===== config.mk =====
export PLATFORM = sky130hd
export DESIGN_NAME = psm_top
export DESIGN_NICKNAME = d
export VERILOG_FILES = /design/src/psm_pkg.sv /design/src/psm_sync.sv /design/src/psm_seq.sv /design/src/psm_top.sv
export VERILOG_INCLUDE_DIRS = /design/src
export SDC_FILE = /design/constraint.sdc
export NUM_CORES = 2
export LEC_CHECK = 0
export BUFFER_PORTS_ARGS = -buffer_cell sky130_fd_sc_hd__buf_2
export CELL_PAD_IN_SITES_DETAIL_PLACEMENT = 2
export CELL_PAD_IN_SITES_GLOBAL_PLACEMENT = 2
export CORE_ASPECT_RATIO = 1.5
export CORE_MARGIN = 3
export CORE_UTILIZATION = 41
export DETAILED_ROUTE_END_ITERATION = 16
export HOLD_SLACK_MARGIN = 0.06
export MAX_ROUTING_LAYER = met4
export PLACE_DENSITY = 0.94
export SYNTH_ARGS = -nofsm -noshare
export SYNTH_HDL_FRONTEND = slang
export SYNTH_SLANG_ARGS = --single-unit

===== constraint.sdc =====
create_clock -name pclk -period 11.8 [get_ports pclk]
set_input_delay 2.36 -clock pclk [delete_from_list [all_inputs] [get_ports pclk]]
set_output_delay 2.36 -clock pclk [all_outputs]
set_load 0.03 [all_outputs]

===== src/psm_cfg.svh =====
// constants for the per-second performance and sequence monitor
`ifndef PSM_CFG_SVH
`define PSM_CFG_SVH

// ----------------------------------------
// register byte offsets
// ----------------------------------------
`define PSM_CTRL 8'h00
`define PSM_STATUS 8'h04
`define PSM_MASK 8'h08
`define PSM_STATE 8'h0C
`define PSM_TOTAL 8'h10
`define PSM_UAT 8'h14
`define PSM_AVT 8'h18
`define PSM_ES 8'h1C
`define PSM_SES 8'h20
`define PSM_ALS 8'h24
`define PSM_EFS 8'h28
`define PSM_SEQERR 8'h2C
`define PSM_SEQLOSS 8'h30
`define PSM_TXSEQ 8'h34

// ----------------------------------------
// field positions
// ----------------------------------------
`define PSM_CTRL_START 0
`define PSM_CTRL_STOP 1
`define PSM_EV_TICK 0
`define PSM_EV_UA_IN 1
`define PSM_EV_UA_OUT 2
`define PSM_EV_SEQERR 3
`define PSM_EV_SEQLOSS 4
`define PSM_NEV 5

// ----------------------------------------
// reset values, timing and thresholds
// ----------------------------------------
`define PSM_MASK_RST 5'h00
`define PSM_SEC_NS 1000000000
`define PSM_CLK_NS 10
`define PSM_UA_RUN 4'hA
`define PSM_RATIO_DEN 16'h03E8
`define PSM_SEQ_GROUP 2'h3

`endif


===== src/psm_pkg.sv =====
// types for the per-second performance and sequence monitor
package psm_pkg;
    typedef enum logic {psm_avail, psm_unavail} psm_avail_t;
    typedef logic [31:0] psm_word_t;
endpackage


===== src/psm_sync.sv =====
// three-stage synchroniser for asynchronous level inputs
`timescale 1ns/1ps
module psm_sync #(
    parameter int W = 4
) (
    // clock and reset
    input wire logic pclk,
    input wire logic presetn,
    // levels
    input wire logic [W-1:0] async_in,
    output logic [W-1:0] sync_out
);
    logic [W-1:0] s1;
    logic [W-1:0] s2;
    logic [W-1:0] s3;
    wire [W-1:0] agree = ~(s2 ^ s3);
    wire [W-1:0] next_sync_out = (agree & s3) | (~agree & sync_out);

    always_ff @(posedge pclk or negedge presetn) begin
        if (!presetn) begin
            s1 <= '0;
            s2 <= '0;
            s3 <= '0;
            sync_out <= '0;
        end else begin
            s1 <= async_in;
            s2 <= s1;
            s3 <= s2;
            sync_out <= next_sync_out;
        end
    end
endmodule


===== src/psm_seq.sv =====
// receive sequence-number checker and transmit numbering
`timescale 1ns/1ps
`include "psm_cfg.svh"
module psm_seq (
    // clock and reset
    input wire logic pclk,
    input wire logic presetn,
    input wire logic restart,
    // transmit numbering
    input wire logic tx_seq_req,
    output logic [15:0] tx_seq_num,
    // received frames
    input wire logic rx_seq_valid,
    input wire logic [15:0] rx_seq_num,
    // group results, one-cycle pulses
    output logic seq_error,
    output logic seq_sync_loss
);
    logic [15:0] expect_num;
    logic [15:0] held_num;
    logic held;
    logic locked;
    logic [1:0] grp_cnt;
    logic grp_err;
    logic grp_loss;

    // per-frame classification
    wire match = locked && rx_seq_num == expect_num;
    wire skip_one = locked && !held && rx_seq_num == expect_num + 16'h0001;
    wire swap_back = held && rx_seq_num == held_num;
    wire frame_err = rx_seq_valid && swap_back;
    wire frame_loss = rx_seq_valid && locked && (held ? !swap_back : (!match && !skip_one));
    wire grp_end = rx_seq_valid && grp_cnt == `PSM_SEQ_GROUP;
    wire [15:0] next_expect = swap_back ? expect_num : rx_seq_num + 16'h0001;

    always_ff @(posedge pclk or negedge presetn) begin
        if (!presetn) begin
            tx_seq_num <= 16'h0000;
        end else if (restart) begin
            tx_seq_num <= 16'h0000;
        end else if (tx_seq_req) begin
            tx_seq_num <= tx_seq_num + 16'h0001;
        end
    end

    always_ff @(posedge pclk or negedge presetn) begin
        if (!presetn) begin
            expect_num <= 16'h0000;
            held_num <= 16'h0000;
            held <= 1'b0;
            locked <= 1'b0;
        end else if (restart) begin
            held <= 1'b0;
            locked <= 1'b0;
        end else if (rx_seq_valid) begin
            expect_num <= next_expect;
            locked <= 1'b1;
            held <= skip_one;
            held_num <= expect_num;
        end
    end

    always_ff @(posedge pclk or negedge presetn) begin
        if (!presetn) begin
            grp_cnt <= 2'h0;
            grp_err <= 1'b0;
            grp_loss <= 1'b0;
            seq_error <= 1'b0;
            seq_sync_loss <= 1'b0;
        end else begin
            seq_error <= grp_end && (grp_err || frame_err);
            seq_sync_loss <= grp_end && (grp_loss || frame_loss);
            if (restart) begin
                grp_cnt <= 2'h0;
                grp_err <= 1'b0;
                grp_loss <= 1'b0;
            end else if (rx_seq_valid) begin
                grp_cnt <= grp_cnt + 2'h1;
                grp_err <= !grp_end && (grp_err || frame_err);
                grp_loss <= !grp_end && (grp_loss || frame_loss);
            end
        end
    end
endmodule


===== src/psm_top.sv =====
// per-second performance classification and sequence monitor
//
// Added by the designer: the APB slave port and the address map.
`timescale 1ns/1ps
`include "psm_cfg.svh"
module psm_top #(
    parameter int SEC_CYCLES = `PSM_SEC_NS / `PSM_CLK_NS
) (
    // clock and reset
    input wire logic pclk,
    input wire logic presetn,
    // apb slave
    input wire logic psel,
    input wire logic penable,
    input wire logic pwrite,
    input wire logic [7:0] paddr,
    input wire logic [31:0] pwdata,
    output logic [31:0] prdata,
    output logic pready,
    output logic pslverr,
    // receive defects from the line side
    input wire logic link_down,
    input wire logic remote_fault,
    input wire logic frame_loss_defect,
    input wire logic signal_loss_defect,
    // receive path counts, same clock
    input wire logic [15:0] rx_bits,
    input wire logic [15:0] pattern_errors,
    input wire logic errored_frame,
    input wire logic rx_seq_valid,
    input wire logic [15:0] rx_seq_num,
    // transmit numbering
    input wire logic tx_seq_req,
    output logic [15:0] tx_seq_num,
    // interrupt
    output logic irq
);
    // ----------------------------------------
    // state
    // ----------------------------------------
    psm_pkg::psm_avail_t avail_st;
    logic running;
    logic [31:0] sec_cnt;
    logic [47:0] bit_sum;
    logic [31:0] err_sum;
    logic los_seen;
    logic alarm_seen;
    logic [3:0] run_len;
    logic [3:0] pend_es;
    logic [3:0] pend_ses;
    logic [3:0] pend_als;
    logic [3:0] pend_efs;
    psm_pkg::psm_word_t total;
    psm_pkg::psm_word_t unavailable_time;
    psm_pkg::psm_word_t available_time;
    psm_pkg::psm_word_t es_cnt;
    psm_pkg::psm_word_t ses_cnt;
    psm_pkg::psm_word_t als_cnt;
    psm_pkg::psm_word_t efs_cnt;
    psm_pkg::psm_word_t seqerr_cnt;
    psm_pkg::psm_word_t seqloss_cnt;
    logic [`PSM_NEV-1:0] status;
    logic [`PSM_NEV-1:0] mask;
    logic [3:0] defects;
    logic [15:0] tx_seq_i;
    logic seq_err_p;
    logic seq_loss_p;
    logic ua_in_p;
    logic ua_out_p;

    // ----------------------------------------
    // input synchronisers
    // ----------------------------------------
    psm_sync #(.W(4)) u_sync (
        .pclk(pclk),
        .presetn(presetn),
        .async_in({signal_loss_defect, frame_loss_defect, remote_fault, link_down}),
        .sync_out(defects)
    );

    // ----------------------------------------
    // apb decode
    // ----------------------------------------
    wire setup = psel && !penable && !pready;
    wire wr_acc = pready && psel && penable && pwrite;
    wire a_ctrl = paddr == `PSM_CTRL;
    wire a_stat = paddr == `PSM_STATUS;
    wire a_mask = paddr == `PSM_MASK;
    wire mapped = paddr[1:0] == 2'h0 && paddr <= `PSM_TXSEQ;
    wire start_req = wr_acc && a_ctrl && pwdata[`PSM_CTRL_START];
    wire stop_req = wr_acc && a_ctrl && pwdata[`PSM_CTRL_STOP];
    wire [31:0] rd_mux =
        a_ctrl ? {30'h0, running, 1'b0} :
        a_stat ? {27'h0, status} :
        a_mask ? {27'h0, mask} :
        paddr == `PSM_STATE ? {30'h0, running, avail_st == psm_pkg::psm_unavail} :
        paddr == `PSM_TOTAL ? total :
        paddr == `PSM_UAT ? unavailable_time :
        paddr == `PSM_AVT ? available_time :
        paddr == `PSM_ES ? es_cnt :
        paddr == `PSM_SES ? ses_cnt :
        paddr == `PSM_ALS ? als_cnt :
        paddr == `PSM_EFS ? efs_cnt :
        paddr == `PSM_SEQERR ? seqerr_cnt :
        paddr == `PSM_SEQLOSS ? seqloss_cnt :
        paddr == `PSM_TXSEQ ? {16'h0, tx_seq_i} : 32'h0;

    always_ff @(posedge pclk or negedge presetn) begin
        if (!presetn) begin
            pready <= 1'b0;
            pslverr <= 1'b0;
            prdata <= 32'h0;
        end else begin
            pready <= setup;
            pslverr <= setup && !mapped;
            prdata <= (setup && !pwrite && mapped) ? rd_mux : 32'h0;
        end
    end

    // ----------------------------------------
    // sequence checker
    // ----------------------------------------
    psm_seq u_seq (
        .pclk(pclk),
        .presetn(presetn),
        .restart(start_req),
        .tx_seq_req(tx_seq_req),
        .tx_seq_num(tx_seq_i),
        .rx_seq_valid(rx_seq_valid && running),
        .rx_seq_num(rx_seq_num),
        .seq_error(seq_err_p),
        .seq_sync_loss(seq_loss_p)
    );

    // ----------------------------------------
    // one-second tick and per-second gathering
    // ----------------------------------------
    wire tick = running && sec_cnt == SEC_CYCLES - 1;
    wire [47:0] err_scaled = {16'h0, err_sum} * {32'h0, `PSM_RATIO_DEN};
    wire ratio_hit = bit_sum != 48'h0 && err_scaled >= bit_sum;
    wire sec_es = err_sum != 32'h0;
    wire sec_ses = ratio_hit || los_seen;
    wire sec_als = alarm_seen;
    wire sec_efs = !sec_es && !sec_ses && !sec_als;
    wire sec_bad = sec_ses || sec_als;
    wire [3:0] next_run = run_len + 4'h1;
    wire run_done = next_run == `PSM_UA_RUN;

    always_ff @(posedge pclk or negedge presetn) begin
        if (!presetn) begin
            running <= 1'b0;
            sec_cnt <= 32'h0;
            bit_sum <= 48'h0;
            err_sum <= 32'h0;
            los_seen <= 1'b0;
            alarm_seen <= 1'b0;
        end else begin
            running <= start_req || (running && !stop_req);
            sec_cnt <= (start_req || tick) ? 32'h0 : sec_cnt + {31'h0, running};
            if (start_req || tick) begin
                bit_sum <= 48'h0;
                err_sum <= 32'h0;
                los_seen <= 1'b0;
                alarm_seen <= 1'b0;
            end else if (running) begin
                bit_sum <= bit_sum + {32'h0, rx_bits};
                err_sum <= err_sum + {16'h0, pattern_errors};
                los_seen <= los_seen || defects[2] || defects[3];
                alarm_seen <= alarm_seen || |defects[2:0] || errored_frame;
            end
        end
    end

    // ----------------------------------------
    // availability tracking and second counters
    // ----------------------------------------
    always_ff @(posedge pclk or negedge presetn) begin
        if (!presetn) begin
            avail_st <= psm_pkg::psm_avail;
            run_len <= 4'h0;
            {pend_es, pend_ses, pend_als, pend_efs} <= 16'h0;
            {total, unavailable_time, es_cnt} <= 96'h0;
            {ses_cnt, als_cnt, efs_cnt} <= 96'h0;
            ua_in_p <= 1'b0;
            ua_out_p <= 1'b0;
        end else if (start_req) begin
            avail_st <= psm_pkg::psm_avail;
            run_len <= 4'h0;
            {pend_es, pend_ses, pend_als, pend_efs} <= 16'h0;
            {total, unavailable_time, es_cnt} <= 96'h0;
            {ses_cnt, als_cnt, efs_cnt} <= 96'h0;
            ua_in_p <= 1'b0;
            ua_out_p <= 1'b0;
        end else begin
            ua_in_p <= 1'b0;
            ua_out_p <= 1'b0;
            if (tick) begin
                total <= total + 32'h1;
                unique case (avail_st)
                    psm_pkg::psm_avail: begin
                        if (sec_bad && run_done) begin
                            avail_st <= psm_pkg::psm_unavail;
                            ua_in_p <= 1'b1;
                            unavailable_time <= unavailable_time + 32'hA;
                            es_cnt <= es_cnt - {28'h0, pend_es};
                            ses_cnt <= ses_cnt - {28'h0, pend_ses};
                            als_cnt <= als_cnt - {28'h0, pend_als};
                            efs_cnt <= efs_cnt - {28'h0, pend_efs};
                            run_len <= 4'h0;
                            {pend_es, pend_ses, pend_als, pend_efs} <= 16'h0;
                        end else begin
                            es_cnt <= es_cnt + {31'h0, sec_es};
                            ses_cnt <= ses_cnt + {31'h0, sec_ses};
                            als_cnt <= als_cnt + {31'h0, sec_als};
                            efs_cnt <= efs_cnt + {31'h0, sec_efs};
                            run_len <= sec_bad ? next_run : 4'h0;
                            pend_es <= sec_bad ? pend_es + {3'h0, sec_es} : 4'h0;
                            pend_ses <= sec_bad ? pend_ses + {3'h0, sec_ses} : 4'h0;
                            pend_als <= sec_bad ? pend_als + {3'h0, sec_als} : 4'h0;
                            pend_efs <= 4'h0;
                        end
                    end
                    psm_pkg::psm_unavail: begin
                        if (!sec_ses && run_done) begin
                            avail_st <= psm_pkg::psm_avail;
                            ua_out_p <= 1'b1;
                            unavailable_time <= unavailable_time - 32'h9;
                            es_cnt <= es_cnt + {28'h0, pend_es} + {31'h0, sec_es};
                            als_cnt <= als_cnt + {28'h0, pend_als} + {31'h0, sec_als};
                            efs_cnt <= efs_cnt + {28'h0, pend_efs} + {31'h0, sec_efs};
                            run_len <= 4'h0;
                            {pend_es, pend_ses, pend_als, pend_efs} <= 16'h0;
                        end else begin
                            unavailable_time <= unavailable_time + 32'h1;
                            run_len <= sec_ses ? 4'h0 : next_run;
                            pend_es <= sec_ses ? 4'h0 : pend_es + {3'h0, sec_es};
                            pend_als <= sec_ses ? 4'h0 : pend_als + {3'h0, sec_als};
                            pend_efs <= sec_ses ? 4'h0 : pend_efs + {3'h0, sec_efs};
                            pend_ses <= 4'h0;
                        end
                    end
                endcase
            end
        end
    end

    // ----------------------------------------
    // derived results, sequence counters, events
    // ----------------------------------------
    wire [`PSM_NEV-1:0] events = {seq_loss_p, seq_err_p, ua_out_p, ua_in_p, tick};
    wire [`PSM_NEV-1:0] w1c = (wr_acc && a_stat) ? pwdata[`PSM_NEV-1:0] : '0;

    always_ff @(posedge pclk or negedge presetn) begin
        if (!presetn) begin
            available_time <= 32'h0;
            seqerr_cnt <= 32'h0;
            seqloss_cnt <= 32'h0;
            status <= '0;
            mask <= `PSM_MASK_RST;
            irq <= 1'b0;
            tx_seq_num <= 16'h0;
        end else begin
            available_time <= total - unavailable_time;
            tx_seq_num <= tx_seq_i;
            seqerr_cnt <= start_req ? 32'h0 : seqerr_cnt + {31'h0, seq_err_p};
            seqloss_cnt <= start_req ? 32'h0 : seqloss_cnt + {31'h0, seq_loss_p};
            status <= (status & ~w1c) | events;
            if (wr_acc && a_mask) begin
                mask <= pwdata[`PSM_NEV-1:0];
            end
            irq <= |(status & mask);
        end
    end
endmodule


==> results by group <==
Clocking
  – Clock Tree Buf Depth: 3
  – Clk slew on worst S/H paths: 0.08 ns
  – Clock root buffer master: clkbuf_16
  – Total CTS buffers: 61
  – # hold bufs at CTS: 0
  – Insertion delay to the later sink of the worst-skew pair: 0.73 ns
  – Clock sinks: 559
  – CTS tree: built
  – H-tree levels: 2

Yosys
  – Ys Warns: 0
  – Yosys top cell area share: 31.0%
  – Top_reg_cell synth: dfrtp_1
  – Netlist Area Pre-Place: 45,100 um^2
  – Avg Cell Area, Syn: 8.89 um^2
  – Number of distinct library cells after synthesis: 82
  – Post-synth EDFFs: 0
  – Top-count cell post-synth: dfrtp_1
  – Net Count, Synth: 5,710
  – Sequential share of the synthesized area: 31.0%
  – Synth area leader: dfrtp_1
  – Synth cell count leaders: dfrtp_1, nor2_1, ha_1, nand2_1, inv_1
  – Synth area leaders: dfrtp_1, ha_1, fa_1, xnor2_1, xor2_1
  – Ys async rst share: 100%
  – Syn Inst Count: 5,073
  – Seq cells post-synth: 559

GRT
  – Largest net degree at the start of global routing: 131
  – Initial antenna violation count: 17
  – Vias in the first global route: 53.9k
  – Gr ovfl total: 0
  – First-pass GRT wire length: 351 mm
  – GRT Util Overall: 41.2%

Detailed routing
  – Vias/cell: 7.21
  – Final ANT Viol Nets: 0
  – First-pass DRT Iterations: 9
  – DR vias: 48.3k
  – DR DRC count: 0
  – Final wirelength: 252 mm
  – Avg WL per Cell: 37.6 um
  – Initial DRC count: 5,823

Final layout
  – Final core utilization: 46.1%
  – Fillers: 11.6k
  – Max reg flops: 48
  – Multi-input gate area: 29,500 um^2
  – Largest Register: bit_sum
  – Fraction of layout cells with a size suffix above 1: 8.09%
  – Area Overhead vs Synth: 11.4%
  – Register area: 14,000 um^2
  – Nets: 5,816

Timing
  – Maximum clock frequency: 79.0 MHz
  – Final count of pins violating max slew: 13
  – Min cycle time layout: 12.66 ns
  – Final WS setup: -0.864 ns
  – Final hold viol count: 0
  – Final worst-path cycle share: 107%
  – # setup viols final: 23
  – Setup Skew: 0.0618 ns
  – Worst-Margin Slew: 1.93 ns
  – Slew headroom: -30.0%
  – WHS: 0.356 ns

Worst hold path
  – Hold Crit Class: reg2reg
  – Hold path cells: 0
  – Hold path start: u_sync.s1[2]$_DFF_PN0_
  – Hold Path End: u_sync.s2[2]$_DFF_PN0_

Critical path
  – CP bufs+invs: 4
  – Slowest CP cell: o2111ai_1
  – Crit path launch type: flop
  – Largest stage delay, worst path: 1.38 ns
  – Crit Path Category: reg2reg
  – FF-to-FF Start: err_sum[12]$_DFFE_PN0P_
  – Reg2Reg Depth: 37
  – CP max FO: 6
  – CP arrival: 13.19 ns
  – Most frequent CP cell: a21oi_1
  – Top cell family by delay on the critical path: compound AO/OA/AOI/OAI gates
  – Worst R2R Setup Slack: -0.86 ns
  – FF-to-FF End: efs_cnt[19]$_DFFE_PN0P_
  – Critical path capture point type: flop
  – Worst Path Required: 12.32 ns

Floorplan
  – Ports: 151
  – Die width: 277 um
  – Die H: 412 um
  – Core Footprint: 109,000 um^2
  – Total die area: 114,000 um^2
  – Initial Utilization: 41.4%
  – Num rows: 148

Pwr
  – Logic pwr share: 19.5%
  – Worst vdd ir: 0.134 mV
  – Net Sw Frac: 32.4%
  – Internal: 3.70 mW
  – Net Sw Power: 1.77 mW
  – Clock power share: 43.7%
  – Leak: 22.1 nW
  – Power Density: 109 nW/um^2
  – Part of the power in registers: 36.8%

Run
  – Max-cap violations: 3

Place
  – Hpwl dp: 150 mm
  – Gpl congestion: 0.911
  – # port buffers: 123

Status
  – Status: finished, violations left
  – Failing checks: max-capacitance violations, max-slew violations, negative setup slack
-- routing by layer --
| layer | GRT usage [%] | up-vias | share of wire [%] |
|---|---|---|---|
| met5 | - | - | 0 |
| met4 | 38.1 | 0 | 13 |
| met3 | 9.17 | 2124 | 9.0 |
| met2 | 69.9 | 3864 | 47 |
| met1 | 38.7 | 23800 | 31 |
| li1 | - | 18500 | - |
-- what timing repair did --
item | 4_1_cts | 5_1_grt
hold endpoints to repair | 0 | 0
pin swaps | 0 | 2
setup endpoints to repair | 6 | 43
gates resized for setup | 4 | 23
setup buffers | 0 | 4
-- per-stage QoR --
step                      instances  power (mW)  instance area (um^2)  TNS, ns  worst slack [ns]
after floorplan                5073        2.65                 45100        0              1.42
after global placement         6537        2.90                 47700        0              1.27
after detailed placement       6537        3.04                 47700        0             0.415
after CTS                      6650        5.40                 50000        0             0.122
after global routing           6699        5.61                 50200   -11.69            -0.816
final                          6700        5.47                 50200    -6.89            -0.864
-- logic make-up (layout without fill, tap and decap cells) --
kind of cell,Yosys count,after routing,synth area share [%]
DFF,559,559,31.0
buffers and inverters,493,649,4.13
and+or+nand+nor,1598,1598,17.3
AOI/OAI and AO/OA,1323,1323,19.2
xor gates and xnor gates,496,496,9.63
muxes,63,63,1.46
adders and majority gates,541,541,17.2
other,0,46,0
-- how the worst max path moves through the flow --
stage / startpoint / to / cells past startpoint
global route: err_sum[12]$_DFFE_PN0P_ / es_cnt[31]$_DFFE_PN0P_ / 42
CTS: err_sum[14]$_DFFE_PN0P_ / es_cnt[23]$_DFFE_PN0P_ / 42
floorplan: err_sum[2]$_DFFE_PN0P_ / es_cnt[31]$_DFFE_PN0P_ / 35
detailed placement: err_sum[16]$_DFFE_PN0P_ / efs_cnt[23]$_DFFE_PN0P_ / 38
global placement: err_sum[2]$_DFFE_PN0P_ / es_cnt[31]$_DFFE_PN0P_ / 42
finish: err_sum[12]$_DFFE_PN0P_ / efs_cnt[19]$_DFFE_PN0P_ / 37
-- layout make-up --
class / count / area share (%)
multi-input cells: 4021 / 58.7
flip-flops and latches: 559 / 27.9
well taps: 1425 / 3.55
clock buffers: 83 / 3.48
repair buffers: 212 / 2.68
inverters: 324 / 2.43
clock inverters: 30 / 1.08
diodes: 46 / 0.229
-- power by group through the flow --
| stage | Sequential (mW) | Combinational, mW | Clock, mW |
|---|---|---|---|
| after global routing | 2.02 | 1.15 | 2.45 |
| after global placement | 2.04 | 0.863 | 0 |
| after floorplan | 2.04 | 0.614 | 0 |
| final | 2.01 | 1.06 | 2.39 |
| after detailed placement | 2.04 | 0.992 | 0 |
| after CTS | 2.01 | 1.04 | 2.35 |
-- cells in the final DEF (no fill, tap or decap), drive strengths merged, types with 40 or more instances in the layout --
cell    synthesis  final
a21o          121    121
o21ai         311    311
a31oi          58     58
dfrtp         559    559
nor4           52     52
xor2          214    214
nand2         373    373
a22o           83     83
clkbuf        153     83
a21oi         316    316
inv           324    326
a211oi         41     41
nor2          451    451
xnor2         282    282
mux2i          40     40
fa            132    132
ha            405    405
buf            16    212
and3           85     85
nand3         182    182
or3            42     42
nand2b         50     50
diode           0     46
nand4         103    103
nor3           99     99
a22oi          68     68
Power figures use the tool's default switching activity.
